===== src/verilog/uic_pkg.sv =====
// shared constants and types for the uart interrupt and fifo control block
package uic_pkg;
    localparam logic [2:0] OFS_DATA   = 3'h0;
    localparam logic [2:0] OFS_IE     = 3'h1;
    localparam logic [2:0] OFS_ISFC   = 3'h2;
    localparam logic [2:0] OFS_LCR    = 3'h3;
    localparam logic [2:0] OFS_LSR    = 3'h5;
    localparam logic [2:0] OFS_MSR    = 3'h6;
    localparam logic [3:0] OFS_EFR_LO = 4'h8;
    localparam logic [7:0] LCR_ENH    = 8'hbf;
    localparam int         LCR_DLAB   = 7;
    localparam int         EFR_ENH    = 4;
    localparam int         EFR_ARTS   = 6;
    localparam int         EFR_ACTS   = 7;
    localparam int         FC_EN      = 0;
    localparam int         FC_RXRST   = 1;
    localparam int         FC_TXRST   = 2;
    localparam logic [7:0] IE_RST     = 8'h00;
    localparam logic [7:0] LCR_RST    = 8'h00;
    localparam logic [5:0] CODE_LS    = 6'h06;
    localparam logic [5:0] CODE_TO    = 6'h0c;
    localparam logic [5:0] CODE_RX    = 6'h04;
    localparam logic [5:0] CODE_TX    = 6'h02;
    localparam logic [5:0] CODE_MS    = 6'h00;
    localparam logic [5:0] CODE_XOFF  = 6'h10;
    localparam logic [5:0] CODE_FLOW  = 6'h20;
    localparam logic [5:0] CODE_NONE  = 6'h01;
    localparam int         TO_CHARS   = 4;
    localparam int         TO_BITS    = 12;
    localparam int         BAUD_OVS   = 16;
    typedef struct packed {
        logic       rx_push;
        logic       rx_pop_err;
        logic       rx_overrun;
        logic [2:0] rx_err_type;
        logic       rx_fifo_err;
        logic       xoff_det;
        logic       xon_det;
        logic       special_det;
        logic       wake;
        logic       tx_empty_hold;
        logic       tx_all_empty;
        logic       cts_pin;
        logic       rts_pin;
        logic [3:0] modem_delta;
        logic [3:0] modem_in;
    } uic_core_s;
endpackage


===== src/verilog/uic_top.sv =====
// interrupt enable, prioritised status, line status and fifo control over ahb-lite
// Function
// receive data irq: holding register full, or fifo at trigger level
// transmit ready irq on holding empty or below trigger; enabling while empty fires
// line status irq when any of status bits 1 to 4 set
// modem status irq when any modem delta bit is set
// upper four enable bits writable only with enhanced bit, reset disabled
// irq on rising cts or rts while matching auto flow control active
// fifo receive irq and code track trigger level exactly
// data ready sets on push, clears only when receive fifo empty
// line status: overrun, error type, holding empty, all empty, fifo error
// timeout after four chars plus twelve bits, cleared by holding read
// transmit ready cleared by status read or holding write
// line status read clears irq; fifo error bit persists while errors remain
// modem status read clears modem and flow irqs; the block clears only the flow irq, the modem irq follows modem_delta
// xoff clears on status read or xon; special on read or next char
// wake-up irq shown as no-pending code, cleared by status read
// six bit code by fixed priority table
// only highest pending shown; others wait until serviced
// status bit 0 low while pending, high when none or wake-up
// status bits 5:4 need enhanced bit; bits 7:6 mirror fifo enable
// fifo enable bit gates every other fifo control bit in the write
// receive fifo reset pulse clears pointers then self-clears
// sixteen bit divisor reachable only with divisor select set
// trigger fields pick 1, 4, 8 or 14; transmit field needs enhanced bit
// transmit fifo reset pulse clears pointers then self-clears
// irq output high while any enabled source pending
// all four standard enables clear with fifos gives polled mode
`timescale 1ns/1ps
module uic_top #(
    parameter int DEPTH = 16,
    parameter int LW    = 5
) (
    // clock, reset, enable
    input  wire logic                CLK,
    input  wire logic                RST_N,
    input  wire logic                CE,
    // ahb-lite slave
    input  wire logic                HSEL,
    input  wire logic [31:0]         HADDR,
    input  wire logic [1:0]          HTRANS,
    input  wire logic                HWRITE,
    input  wire logic [2:0]          HSIZE,
    input  wire logic [31:0]         HWDATA,
    input  wire logic                HREADY,
    output logic      [31:0]         HRDATA,
    output logic                     HREADYOUT,
    output logic                     HRESP,
    // core status inputs, same clock
    input  wire uic_pkg::uic_core_s  CORE,
    input  wire logic [LW-1:0]       RX_LEVEL,
    input  wire logic [LW-1:0]       TX_LEVEL,
    input  wire logic [7:0]          RX_DATA,
    // control outputs to core
    output logic                     RX_POP,
    output logic                     TX_PUSH,
    output logic      [7:0]          TX_DATA,
    output logic                     RX_FIFO_RST,
    output logic                     TX_FIFO_RST,
    output logic                     FIFO_EN,
    output logic      [15:0]         DIVISOR,
    output logic      [7:0]          LINE_CTRL,
    output logic      [7:0]          EFR_OUT,
    output logic                     SLEEP_EN,
    output logic                     IRQ
);
    logic [2:0]  a_ofs_reg;
    logic        a_wr_reg;
    logic        a_rd_reg;
    logic [7:0]  ie_reg;
    logic [7:0]  lcr_reg;
    logic [7:0]  efr_reg;
    logic [15:0] div_reg;
    logic        fen_reg;
    logic [1:0]  rxtrig_reg;
    logic [1:0]  txtrig_reg;
    logic        rxrst_reg;
    logic        txrst_reg;
    logic        dr_reg;
    logic        ovr_reg;
    logic [2:0]  err_reg;
    logic        ls_irq_reg;
    logic        tx_irq_reg;
    logic        to_irq_reg;
    logic        xoff_irq_reg;
    logic        spc_irq_reg;
    logic        flow_irq_reg;
    logic        wake_irq_reg;
    logic        cts_d_reg;
    logic        rts_d_reg;
    logic        tx_low_d_reg;
    logic [23:0] to_cnt_reg;
    logic [5:0]  code_reg;
    logic [5:0]  code_next;
    logic [7:0]  rdata_next;
    logic [31:0] HRDATA_reg;
    logic        enh;
    logic        w_any;
    logic        wr;
    logic        rd;
    logic        rx_trig_hit;
    logic        tx_low;
    logic        rx_irq;
    logic        msr_irq;
    logic [23:0] to_limit;

    function automatic logic [LW-1:0] trig_level(input logic [1:0] sel);
        unique case (sel)
            2'h0: trig_level = LW'(1);
            2'h1: trig_level = LW'(4);
            2'h2: trig_level = LW'(8);
            2'h3: trig_level = LW'(14);
        endcase
    endfunction

    assign enh       = efr_reg[uic_pkg::EFR_ENH];
    assign HREADYOUT = 1'b1;
    assign HRESP     = 1'b0;
    assign HRDATA    = HRDATA_reg;
    assign w_any     = HSEL && HREADY && HTRANS[1];
    assign wr        = a_wr_reg && CE;
    assign rd        = a_rd_reg && CE;

    // address phase capture; registers at byte offset 4*index
    always_ff @(posedge CLK or negedge RST_N) begin
        if (!RST_N) begin
            a_ofs_reg <= 3'h0;
            a_wr_reg  <= 1'b0;
            a_rd_reg  <= 1'b0;
        end else if (CE) begin
            a_ofs_reg <= HADDR[4:2];
            a_wr_reg  <= w_any && HWRITE;
            a_rd_reg  <= w_any && !HWRITE;
        end
    end

    // offset 0x20 reserved for the enhanced register image at offset 2
    logic a_efr_reg;
    logic efr_hit;
    assign efr_hit = HADDR[5] || (lcr_reg == uic_pkg::LCR_ENH && HADDR[4:2] == 3'h2);
    always_ff @(posedge CLK or negedge RST_N) begin
        if (!RST_N) begin
            a_efr_reg <= 1'b0;
        end else if (CE) begin
            a_efr_reg <= efr_hit;
        end
    end

    logic dlab;
    assign dlab = lcr_reg[uic_pkg::LCR_DLAB];

    // control register writes
    always_ff @(posedge CLK or negedge RST_N) begin
        if (!RST_N) begin
            ie_reg     <= uic_pkg::IE_RST;
            lcr_reg    <= uic_pkg::LCR_RST;
            efr_reg    <= 8'h00;
            div_reg    <= 16'h0000;
            fen_reg    <= 1'b0;
            rxtrig_reg <= 2'h0;
            txtrig_reg <= 2'h0;
            rxrst_reg  <= 1'b0;
            txrst_reg  <= 1'b0;
        end else if (CE) begin
            rxrst_reg <= 1'b0;
            txrst_reg <= 1'b0;
            if (a_wr_reg) begin
                if (a_efr_reg) begin
                    efr_reg <= HWDATA[7:0];
                end else if (a_ofs_reg == uic_pkg::OFS_LCR) begin
                    lcr_reg <= HWDATA[7:0];
                end else if (dlab && a_ofs_reg == uic_pkg::OFS_DATA) begin
                    div_reg[7:0] <= HWDATA[7:0];
                end else if (dlab && a_ofs_reg == uic_pkg::OFS_IE) begin
                    div_reg[15:8] <= HWDATA[7:0];
                end else if (a_ofs_reg == uic_pkg::OFS_IE) begin
                    ie_reg[3:0] <= HWDATA[3:0];
                    if (enh) begin
                        ie_reg[7:4] <= HWDATA[7:4];
                    end
                end else if (a_ofs_reg == uic_pkg::OFS_ISFC) begin
                    fen_reg <= HWDATA[uic_pkg::FC_EN];
                    if (HWDATA[uic_pkg::FC_EN]) begin
                        rxrst_reg  <= HWDATA[uic_pkg::FC_RXRST];
                        txrst_reg  <= HWDATA[uic_pkg::FC_TXRST];
                        rxtrig_reg <= HWDATA[7:6];
                        if (enh) begin
                            txtrig_reg <= HWDATA[5:4];
                        end
                    end
                end
            end
        end
    end

    logic hold_rd;
    logic hold_wr;
    logic isr_rd;
    logic lsr_rd;
    logic msr_rd;
    assign hold_rd = rd && !a_efr_reg && !dlab && a_ofs_reg == uic_pkg::OFS_DATA;
    assign hold_wr = wr && !a_efr_reg && !dlab && a_ofs_reg == uic_pkg::OFS_DATA;
    assign isr_rd  = rd && !a_efr_reg && a_ofs_reg == uic_pkg::OFS_ISFC;
    assign lsr_rd  = rd && !a_efr_reg && a_ofs_reg == uic_pkg::OFS_LSR;
    assign msr_rd  = rd && !a_efr_reg && a_ofs_reg == uic_pkg::OFS_MSR;

    assign rx_trig_hit = fen_reg ? (RX_LEVEL >= trig_level(rxtrig_reg))
                                 : dr_reg;
    assign tx_low  = fen_reg ? (TX_LEVEL < trig_level(txtrig_reg))
                             : CORE.tx_empty_hold;
    assign rx_irq  = ie_reg[0] && rx_trig_hit;
    assign msr_irq = ie_reg[3] && (|CORE.modem_delta);
    // character time approximated as ten bits of sixteen baud ticks each
    assign to_limit = 24'((uic_pkg::TO_CHARS * 10 + uic_pkg::TO_BITS) * uic_pkg::BAUD_OVS)
                      * 24'(div_reg == 16'h0000 ? 16'h0001 : div_reg);

    // line status bits; set wins over clear
    always_ff @(posedge CLK or negedge RST_N) begin
        if (!RST_N) begin
            dr_reg     <= 1'b0;
            ovr_reg    <= 1'b0;
            err_reg    <= 3'h0;
            ls_irq_reg <= 1'b0;
        end else if (CE) begin
            if (CORE.rx_push) begin
                dr_reg <= 1'b1;
            end else if (RX_LEVEL == LW'(0)) begin
                dr_reg <= 1'b0;
            end
            if (CORE.rx_overrun) begin
                ovr_reg <= 1'b1;
            end else if (lsr_rd) begin
                ovr_reg <= 1'b0;
            end
            if (CORE.rx_pop_err) begin
                err_reg <= CORE.rx_err_type;
            end else if (lsr_rd) begin
                err_reg <= 3'h0;
            end
            if (CORE.rx_overrun || (CORE.rx_pop_err && |CORE.rx_err_type)) begin
                ls_irq_reg <= 1'b1;
            end else if (lsr_rd) begin
                ls_irq_reg <= 1'b0;
            end
        end
    end

    // transmit ready, timeout, flow and misc interrupt sources
    always_ff @(posedge CLK or negedge RST_N) begin
        if (!RST_N) begin
            tx_irq_reg   <= 1'b0;
            to_irq_reg   <= 1'b0;
            to_cnt_reg   <= 24'h000000;
            xoff_irq_reg <= 1'b0;
            spc_irq_reg  <= 1'b0;
            flow_irq_reg <= 1'b0;
            wake_irq_reg <= 1'b0;
            cts_d_reg    <= 1'b0;
            rts_d_reg    <= 1'b0;
            tx_low_d_reg <= 1'b0;
        end else if (CE) begin
            cts_d_reg    <= CORE.cts_pin;
            rts_d_reg    <= CORE.rts_pin;
            tx_low_d_reg <= tx_low && ie_reg[1];
            if (tx_low && ie_reg[1] && !tx_low_d_reg) begin
                tx_irq_reg <= 1'b1;
            end else if (isr_rd || hold_wr || !ie_reg[1]) begin
                tx_irq_reg <= 1'b0;
            end
            if (CORE.rx_push || hold_rd || RX_LEVEL == LW'(0)) begin
                to_cnt_reg <= 24'h000000;
            end else if (to_cnt_reg != to_limit) begin
                to_cnt_reg <= to_cnt_reg + 24'h000001;
            end
            if (ie_reg[0] && fen_reg && to_cnt_reg == to_limit - 24'h000001) begin
                to_irq_reg <= 1'b1;
            end else if (hold_rd) begin
                to_irq_reg <= 1'b0;
            end
            if (CORE.xoff_det && ie_reg[5]) begin
                xoff_irq_reg <= 1'b1;
            end else if (isr_rd || CORE.xon_det) begin
                xoff_irq_reg <= 1'b0;
            end
            if (CORE.special_det && ie_reg[5]) begin
                spc_irq_reg <= 1'b1;
            end else if (isr_rd || CORE.rx_push) begin
                spc_irq_reg <= 1'b0;
            end
            if ((ie_reg[7] && efr_reg[uic_pkg::EFR_ACTS] && CORE.cts_pin && !cts_d_reg) ||
                (ie_reg[6] && efr_reg[uic_pkg::EFR_ARTS] && CORE.rts_pin && !rts_d_reg)) begin
                flow_irq_reg <= 1'b1;
            end else if (msr_rd) begin
                flow_irq_reg <= 1'b0;
            end
            if (CORE.wake) begin
                wake_irq_reg <= 1'b1;
            end else if (isr_rd) begin
                wake_irq_reg <= 1'b0;
            end
        end
    end

    // priority encode; code is re-registered on every enabled clock, status reads included
    always_comb begin
        code_next = uic_pkg::CODE_NONE;
        if (ie_reg[2] && ls_irq_reg) begin
            code_next = uic_pkg::CODE_LS;
        end else if (to_irq_reg) begin
            code_next = uic_pkg::CODE_TO;
        end else if (rx_irq) begin
            code_next = uic_pkg::CODE_RX;
        end else if (tx_irq_reg) begin
            code_next = uic_pkg::CODE_TX;
        end else if (msr_irq) begin
            code_next = uic_pkg::CODE_MS;
        end else if (enh && (xoff_irq_reg || spc_irq_reg)) begin
            code_next = uic_pkg::CODE_XOFF;
        end else if (enh && flow_irq_reg) begin
            code_next = uic_pkg::CODE_FLOW;
        end
    end

    always_ff @(posedge CLK or negedge RST_N) begin
        if (!RST_N) begin
            code_reg <= uic_pkg::CODE_NONE;
        end else if (CE) begin
            code_reg <= code_next;
        end
    end

    // read mux on the address phase; a read right behind an lcr write sees the old select
    always_comb begin
        rdata_next = 8'h00;
        if (efr_hit) begin
            rdata_next = efr_reg;
        end else begin
            unique case (HADDR[4:2])
                3'h0:    rdata_next = dlab ? div_reg[7:0] : RX_DATA;
                3'h1:    rdata_next = dlab ? div_reg[15:8] : ie_reg;
                3'h2:    rdata_next = {fen_reg, fen_reg, code_reg};
                3'h3:    rdata_next = lcr_reg;
                3'h5:    rdata_next = {CORE.rx_fifo_err, CORE.tx_all_empty,
                                       CORE.tx_empty_hold, err_reg, ovr_reg, dr_reg};
                3'h6:    rdata_next = {CORE.modem_in, CORE.modem_delta};
                default: rdata_next = 8'h00;
            endcase
        end
    end

    always_ff @(posedge CLK or negedge RST_N) begin
        if (!RST_N) begin
            HRDATA_reg <= 32'h00000000;
        end else if (CE && w_any && !HWRITE) begin
            // captured with the address so it stands through the data phase
            HRDATA_reg <= {24'h000000, rdata_next};
        end
    end

    assign RX_POP      = hold_rd;
    assign TX_PUSH     = hold_wr;
    assign TX_DATA     = HWDATA[7:0];
    assign RX_FIFO_RST = rxrst_reg;
    assign TX_FIFO_RST = txrst_reg;
    assign FIFO_EN     = fen_reg;
    assign DIVISOR     = div_reg;
    assign LINE_CTRL   = lcr_reg;
    assign EFR_OUT     = efr_reg;
    assign SLEEP_EN    = ie_reg[4];
    assign IRQ         = (code_reg != uic_pkg::CODE_NONE);

    a_upper_ie_lock: assert property (@(posedge CLK) disable iff (!RST_N)
        (!enh && !a_efr_reg) |=> ie_reg[7:4] == $past(ie_reg[7:4]) || $past(enh))
        else $error("upper enables changed without enhanced bit");
    a_rst_self_clear: assert property (@(posedge CLK) disable iff (!RST_N)
        CE && rxrst_reg |=> !rxrst_reg)
        else $error("rx fifo reset did not self clear");
    a_irq_code: assert property (@(posedge CLK) disable iff (!RST_N)
        IRQ == !code_reg[0])
        else $error("irq and status bit 0 disagree");
    a_ls_first: assert property (@(posedge CLK) disable iff (!RST_N)
        CE && ie_reg[2] && ls_irq_reg |=> code_reg == uic_pkg::CODE_LS)
        else $error("line status not highest priority");
    a_tx_clear: assert property (@(posedge CLK) disable iff (!RST_N)
        CE && hold_wr && !(tx_low && ie_reg[1] && !tx_low_d_reg) |=> !tx_irq_reg)
        else $error("transmit ready not cleared");
    a_flow_clear: assert property (@(posedge CLK) disable iff (!RST_N)
        msr_rd && !CORE.cts_pin && !CORE.rts_pin |=> !flow_irq_reg)
        else $error("flow irq not cleared by modem read");
    a_fen_gate: assert property (@(posedge CLK) disable iff (!RST_N)
        CE && a_wr_reg && !a_efr_reg && a_ofs_reg == uic_pkg::OFS_ISFC && !HWDATA[0]
        |=> !rxrst_reg && !txrst_reg && $stable(rxtrig_reg))
        else $error("fifo control bits taken without enable");
    a_dr_hold: assert property (@(posedge CLK) disable iff (!RST_N)
        CE && CORE.rx_push |=> dr_reg)
        else $error("data ready not set on push");
    c_ls_irq: cover property (@(posedge CLK) code_reg == uic_pkg::CODE_LS);
    c_timeout: cover property (@(posedge CLK) code_reg == uic_pkg::CODE_TO);
    c_flow: cover property (@(posedge CLK) code_reg == uic_pkg::CODE_FLOW);
endmodule


===== config.mk =====
export PLATFORM = sky130hd
export DESIGN_NAME = uic_top
export DESIGN_NICKNAME = d
export VERILOG_FILES = /design/src/verilog/uic_pkg.sv /design/src/verilog/uic_top.sv
export SDC_FILE = /design/constraint.sdc
export NUM_CORES = 1
export LEC_CHECK = 0
export ABC_AREA = 1
export BUFFER_PORTS_ARGS = -buffer_cell sky130_fd_sc_hd__buf_2
export CORE_MARGIN = 2
export CORE_UTILIZATION = 60
export CTS_BUF_LIST = sky130_fd_sc_hd__clkbuf_8 sky130_fd_sc_hd__clkbuf_16
export CTS_CLUSTER_DIAMETER = 50
export DETAILED_ROUTE_END_ITERATION = 10
export PLACE_DENSITY = 0.95
export SYNTH_ARGS = -nofsm -noshare
export SYNTH_HDL_FRONTEND = slang
export SYNTH_SLANG_ARGS = --single-unit

===== constraint.sdc =====
create_clock -name CLK -period 11.6 [get_ports CLK]
set_input_delay 1.16 -clock CLK [delete_from_list [all_inputs] [get_ports CLK]]
set_output_delay 1.16 -clock CLK [all_outputs]
set_load 0.05 [all_outputs]

==> out/qor.csv, run 1 <==
stage;metric;value;unit
global_routing;largest net degree at the start of global routing;67;
floorplanning;Die Area;0.0153;mm^2
floorplanning;# IOs;197;
global_routing;GRT busiest layer;met2;
pwr;Psw;0.000432;W
clocking;clk root buf;clkbuf_16;
critical_path;CP Launch Type;register;
timing;Rel. slew slack;17.0;%
route;DRC;0;
critical_path;crit path DAT;5.56;ns
floorplanning;Initial Utilization;61.8;%
clocking;CTS tree;done;
floorplanning;Die W;124;um
clocking;clock-pin slew on the worst setup and hold paths;0.08;ns
global_routing;M3 GR Usage;5.72;%
route;DRT Pass-1 Iters;8;
global_routing;GR Util met1;40.7;%
cells_and_area;register area;0.00263;mm^2
cells_and_area;fill count;1189;
clocking;hold buffer count at CTS;0;
pwr;VDD IR max;143;uV
critical_path;worst reg-to-reg setup slack;6.35;ns
pwr;pwr/cell area;118;mW/mm^2
global_routing;Overall Global Routing Usage;33.5;%
yosys;sequential share of the synthesized area;30.5;%
pwr;clock network fraction of total power;30.7;%
timing;setup TNS;0;ns
yosys;Synth async-reset ratio;100;%
route;WL per Instance;16.0;um
timing;final period utilization;45.3;%
critical_path;CP Capture Type;register;
clocking;htree depth;3;
global_routing;first-pass GRT wire length;39500;um
global_routing;GR Layer Usage met2;57.6;%
yosys;Synth top cells by count;nand2_1 (345), inv_1 (203), nor2_1 (107), nand3_1 (105), dfrtp_1 (104);
cells_and_area;area of the multi-input gates;0.00489;mm^2
yosys;Distinct cells, synth;52;
pwr;part of the power in registers;37.5;%
placement;routability cong.;0.999;
clocking;Inserted Clock Buffers;9;
yosys;Yosys top cell area share;30.2;%
global_routing;Congestion Overflow GR;0;
pwr;internal power;0.000681;W
yosys;Most used DFF post-synth;dfrtp_1;
yosys;most area-hungry cell type in the Yosys netlist;dfrtp_1;
clocking;clock latency on the worst-skew pair;0.36;ns
clocking;Resized Gates After CTS;0;
floorplanning;core area;0.0139;mm^2
yosys;Yosys warnings;0;
timing;Slew Limit Fails;0;
yosys;main area contributors after synthesis;dfrtp_1 (30%), nand2_1 (15%), inv_1 (8.9%);
placement;Detailed Place HPWL;19200;um
timing;fin crit period;5.25;ns
yosys;EDFF count, synth;0;
pwr;Comb power frac;31.8;%
clocking;number of setup buffers added after CTS;0;
yosys;Syn Area/Cell;6.79;um^2
route;via count;8708;
cells_and_area;Nets;1529;
floorplanning;die height;124;um
critical_path;Crit Path Category;register to register;
route;WL final;24600;um
route;Iter 0 DRT Violations;821;
pwr;Net Sw Frac;38.8;%
yosys;most common cell in the synthesized netlist;nand2_1;
timing;final setup fails;0;
global_routing;vias in the first global route;8085;
yosys;Yosys reg bits;105;
pwr;leakage power;4.97;nW
placement;number of port buffers;113;
route;Routed Antenna Nets;0;
cells_and_area;Largest register FFs;24;
hold_path;hold crit path type;register to register;
outcome;status;complete, no violations;
timing;fmax;190;MHz
critical_path;Crit Path Max Fanout;25;
cells_and_area;share of cells above drive strength 1;12.4;%
yosys;Mapped Area;0.00861;mm^2
yosys;Mapped Cells;1268;
clocking;clk sink count;105;
timing;Final Hold Viols;0;
timing;Worst Skew;0.0107;ns
floorplanning;num rows;43;
cells_and_area;ANT cells;0;
timing;worst hold-check slack;0.488;ns
job;max-capacitance violation count;0;
timing;RSZ-0062 raised after global routing;no;
clocking;Clock Path Buffers;2;
route;post-DR vias/cell;5.66;
cells_and_area;Area Growth Syn to Fin;9.65;%
global_routing;initial antenna violation count;0;
critical_path;CP required;11.90;ns
timing;Worst-Margin Slew;1.23;ns
[kinds of logic (layout without fill, tap and decap cells)]
family,after synthesis,after routing,share of synthesized area [%]
and+or+nand+nor,638,638,32.1
DFF,105,105,30.5
other,2,26,0.0873
adders and majority gates,60,60,9.86
buffers and inverters,274,340,13.7
xor gates and xnor gates,30,30,3.14
AOI/OAI and AO/OA,159,159,10.5
[power by group through the flow]
stage          clock network, W  registers, W  logic [W]
6_report               0.000342      0.000417   0.000354
5_1_grt                0.000356      0.000420   0.000391
4_1_cts                0.000340      0.000416   0.000350
3_5_place_dp                  0      0.000422   0.000349
3_3_place_gp                  0      0.000422   0.000339
2_1_floorplan                 0      0.000470   0.000216
[path summary, 6_finish.rpt]
check / end / start / cells after the start
setup / recovery: to_cnt_reg[14]$_DFFE_PN0P_ / DIVISOR[10]$_DFFE_PN0P_ / 26
hold / removal: TX_FIFO_RST$_DFFE_PN0P_ / TX_FIFO_RST$_DFFE_PN0P_ / 2
setup reg to reg: to_cnt_reg[14]$_DFFE_PN0P_ / DIVISOR[10]$_DFFE_PN0P_ / 26
hold reg to reg: TX_FIFO_RST$_DFFE_PN0P_ / TX_FIFO_RST$_DFFE_PN0P_ / 2
max in group asynchronous: err_reg[1]$_DFFE_PN0P_ / RST_N / 2
min in group asynchronous: DIVISOR[10]$_DFFE_PN0P_ / RST_N / 1
[area by class of cell]
class	count	area share [%]
Clock buffer	10	2.53
Inverter	209	8.31
Sequential cell	105	27.9
Tap cell	180	2.39
Timing Repair Buffer	115	6.18
Multi-Input combinational cell	913	51.8
Clock inverter	6	0.941
[worst max-delay path, stage by stage, from the launching register on]
cell,delay (ns)
dfrtp_1,0.41
inv_1,0.16
ha_1,0.17
nand2_1,0.07
nor2_1,0.12
nand3_1,0.43
nand2_1,0.30
inv_1,0.07
ha_1,0.34
ha_1,0.33
ha_1,0.28
fa_1,0.44
nand2_1,0.12
nand2_2,0.10
nand3_1,0.17
nand2_2,0.10
nand2_2,0.08
nand3_1,0.18
nand2_2,0.15
nand2_1,0.06
nand2_1,0.10
nand3_2,0.09
nor2_4,0.11
nand3_4,0.27
nand2_4,0.35
nand2_1,0.10
nand2_1,0.07
[metal layers]
layer	wire length (um)	share of wire (%)	up-vias
met5	0	0	-
met4	1150	4.7	0
met2	11800	48	432
li1	-	-	4150
met1	9650	39	4048
met3	2010	8.2	78
[layout by cell type (no fill, tap or decap), types with 2 or more instances in the layout]
cell type / n
a21oi_1: 32
a21oi_2: 2
a31oi_1: 2
buf_2: 112
buf_4: 3
bufinv_16: 2
clkbuf_16: 9
clkinvlp_4: 2
conb_1: 26
dfrtp_1: 104
fa_1: 13
ha_1: 47
inv_1: 203
inv_2: 5
nand2_1: 345
nand2_2: 15
nand3_1: 105
nand3_2: 4
nand4_1: 22
nor2_1: 107
nor2_2: 2
nor3_1: 17
nor3_2: 2
nor4_1: 10
nor4_2: 2
o2111ai_1: 8
o211ai_1: 7
o21a_1: 3
o21ai_0: 81
o21ai_1: 4
o21bai_1: 2
o22ai_1: 10
xnor2_1: 8
xor2_1: 21
[through the flow]
step	util, %	setup WS [ns]	cell area, um^2	std cells	total power [W]
after detailed placement	65.4	6.45	9110	1522	0.000771
after global placement	65.4	6.60	9110	1522	0.000762
final	67.7	6.35	9440	1538	0.00111
after global routing	67.7	6.02	9440	1538	0.00117
after floorplan	-	7.25	8700	1292	0.000686
after CTS	67.7	6.38	9440	1538	0.00111
Power figures use the tool's default switching activity.
==> run 2: changes to the inputs <==
--- a/config.mk
+++ b/config.mk
@@ -8,11 +8,11 @@
 export ABC_AREA = 1
 export BUFFER_PORTS_ARGS = -buffer_cell sky130_fd_sc_hd__buf_2
 export CORE_MARGIN = 2
-export CORE_UTILIZATION = 60
+export CORE_UTILIZATION = 50
 export CTS_BUF_LIST = sky130_fd_sc_hd__clkbuf_8 sky130_fd_sc_hd__clkbuf_16
 export CTS_CLUSTER_DIAMETER = 50
 export DETAILED_ROUTE_END_ITERATION = 10
-export PLACE_DENSITY = 0.95
+export PLACE_DENSITY = 0.87
 export SYNTH_ARGS = -nofsm -noshare
 export SYNTH_HDL_FRONTEND = slang
 export SYNTH_SLANG_ARGS = --single-unit
==> constraint.sdc (replaced) <==
create_clock -name CLK -period 4.65 [get_ports CLK]
set_input_delay 0.465 -clock CLK [delete_from_list [all_inputs] [get_ports CLK]]
set_output_delay 0.465 -clock CLK [all_outputs]
set_load 0.05 [all_outputs]
==> out/qor.csv, run 2 (synthesized netlist as in run 1, its figures left out) <==
stage;metric;value;unit
cells_and_area;final instance area;0.00963;mm^2
clocking;clk sink count;105;
route;Iter 0 DRT Violations;719;
clocking;htree depth;3;
timing;final setup fails;0;
pwr;Psw;0.00108;W
outcome;status;complete, no violations;
timing;setup TNS;0;ns
clocking;Inserted Clock Buffers;9;
critical_path;worst reg-to-reg setup slack;0.18;ns
global_routing;first-pass GRT wire length;40500;um
global_routing;largest net degree at the start of global routing;64;
floorplanning;Initial Utilization;51.5;%
route;post-DR vias/cell;5.41;
pwr;pwr/cell area;277;mW/mm^2
clocking;clk root buf;clkbuf_16;
cells_and_area;ANT cells;0;
timing;Worst Skew;0.0143;ns
cells_and_area;Nets;1544;
hold_path;hold crit path type;input port to async pin;
placement;routability cong.;0.997;
cells_and_area;Area Growth Syn to Fin;12.0;%
clocking;CTS tree;done;
route;WL per Instance;15.7;um
cells_and_area;most common cell after layout, fill and taps aside;nand2_1;
timing;Rel. slew slack;21.6;%
cells_and_area;Final Core Density;57.7;%
cells_and_area;Largest register FFs;24;
critical_path;Crit Path Category;register to register;
job;max-capacitance violation count;0;
route;Routed Antenna Nets;0;
pwr;Comb power frac;33.7;%
cells_and_area;share of cells above drive strength 1;14.7;%
clocking;Clock Path Buffers;2;
global_routing;initial antenna violation count;1;
route;WL final;25000;um
critical_path;origin of the critical flop-to-flop path;DIVISOR[3]$_DFFE_PN0P_;
timing;Slew Limit Fails;0;
route;DRC;0;
timing;Final Hold Viols;0;
floorplanning;core area;0.0167;mm^2
critical_path;Crit Path Max Fanout;14;
floorplanning;# IOs;197;
global_routing;Overall Global Routing Usage;28.1;%
critical_path;CP Launch Type;register;
global_routing;Congestion Overflow GR;0;
timing;fmax;223;MHz
timing;Worst-Margin Slew;1.17;ns
floorplanning;Die Area;0.0183;mm^2
critical_path;crit path DAT;4.73;ns
pwr;clock network fraction of total power;27.2;%
critical_path;worst r2r dst;to_cnt_reg[1]$_DFFE_PN0P_;
floorplanning;num rows;47;
global_routing;vias in the first global route;8265;
timing;worst hold-check slack;0.192;ns
clocking;clock latency on the worst-skew pair;0.36;ns
pwr;Net Sw Frac;40.6;%
route;DRT Pass-1 Iters;7;
cells_and_area;most frequent cells in the layout;nand2_1 (342), inv_1 (198), buf_2 (112);
pwr;total power;0.00267;W
clocking;clock-pin slew on the worst setup and hold paths;0.08;ns
route;via count;8607;
placement;Placed Instance Area;0.00924;mm^2
pwr;VDD IR max;296;uV
pwr;part of the power in registers;39.1;%
floorplanning;die height;135;um
placement;Detailed Place HPWL;19600;um
pwr;leakage power;5.01;nW
pwr;internal power;0.00158;W
floorplanning;Die W;135;um
placement;number of port buffers;113;
timing;final period utilization;96.2;%
critical_path;CP required;4.90;ns
critical_path;CP Capture Type;register;
timing;fin crit period;4.47;ns
critical_path;Reg2Reg Depth;26;
## run 2: metal layers
metal	share of wire [%]	up-vias	track usage, %
li1	-	4192	-
met2	46	389	46.1
met4	4.7	0	13.4
met3	7.0	70	4.68
met5	0	-	0
met1	42	3956	36.5
## run 2: power groups by stage
stage	logic [W]	registers, W	clock network (W)
3_5_place_dp	0.000871	0.00106	0
2_1_floorplan	0.000540	0.00117	0
3_3_place_gp	0.000851	0.00106	0
6_report	0.000899	0.00104	0.000725
5_1_grt	0.000996	0.00105	0.000767
4_1_cts	0.000875	0.00104	0.000738
## run 2: how the worst max path moves through the flow
stage	startpoint	to	slack (ns)	depth (start not counted)
global placement	DIVISOR[12]$_DFFE_PN0P_	to_cnt_reg[12]$_DFFE_PN0P_	0.24	28
detailed placement	DIVISOR[6]$_DFFE_PN0P_	to_cnt_reg[18]$_DFFE_PN0P_	0.13	28
global route	DIVISOR[2]$_DFFE_PN0P_	to_irq_reg$_DFFE_PN0P_	-0.07	29
finish	DIVISOR[3]$_DFFE_PN0P_	to_cnt_reg[1]$_DFFE_PN0P_	0.18	26
CTS	DIVISOR[7]$_DFFE_PN0P_	to_cnt_reg[7]$_DFFE_PN0P_	0.11	27
floorplan	DIVISOR[8]$_DFFE_PN0P_	to_cnt_reg[0]$_DFFE_PN0P_	0.30	26
## run 2: area by class of cell
cell class | count | area [um^2]
Clock inverter | 6 | 43.8
Timing Repair Buffer | 130 | 703
Multi-Input combinational cell | 913 | 4970
Inverter | 209 | 785
Fill cell | 1598 | 7070
Clock buffer | 9 | 225
Tap cell | 220 | 275
Sequential cell | 105 | 2630
## run 2: repair_timing
action,in CTS,in global routing
setup buffers,0,4
resized for setup,0,25
hold buffers,0,0
endpoints found under the setup margin,0,25
## run 2: critical path: stages, from the launching register on
cell and delay, ns:
dfrtp_1 0.43, inv_1 0.11, ha_1 0.15, nand2_1 0.08, nor2_2 0.21, nand3_2 0.14
buf_6 0.18, nand2_1 0.10, inv_1 0.05, ha_1 0.27, inv_1 0.05, fa_1 0.55
inv_1 0.05, ha_1 0.37, inv_2 0.11, o21bai_1 0.08, a21oi_1 0.30, nand3_2 0.18
nand2_2 0.12, nand2_1 0.05, nand2_1 0.09, nand3_2 0.09, nor2_4 0.11, nand3_4 0.12
buf_4 0.20, nand3b_1 0.08, nand2_1 0.06
## run 2: metrics by stage
stage / worst slack [ns] / std cells
2_1_floorplan: 0.299 / 1292
5_1_grt: -0.0738 / 1592
4_1_cts: 0.108 / 1588
3_3_place_gp: 0.242 / 1573
6_report: 0.175 / 1592
3_5_place_dp: 0.134 / 1573
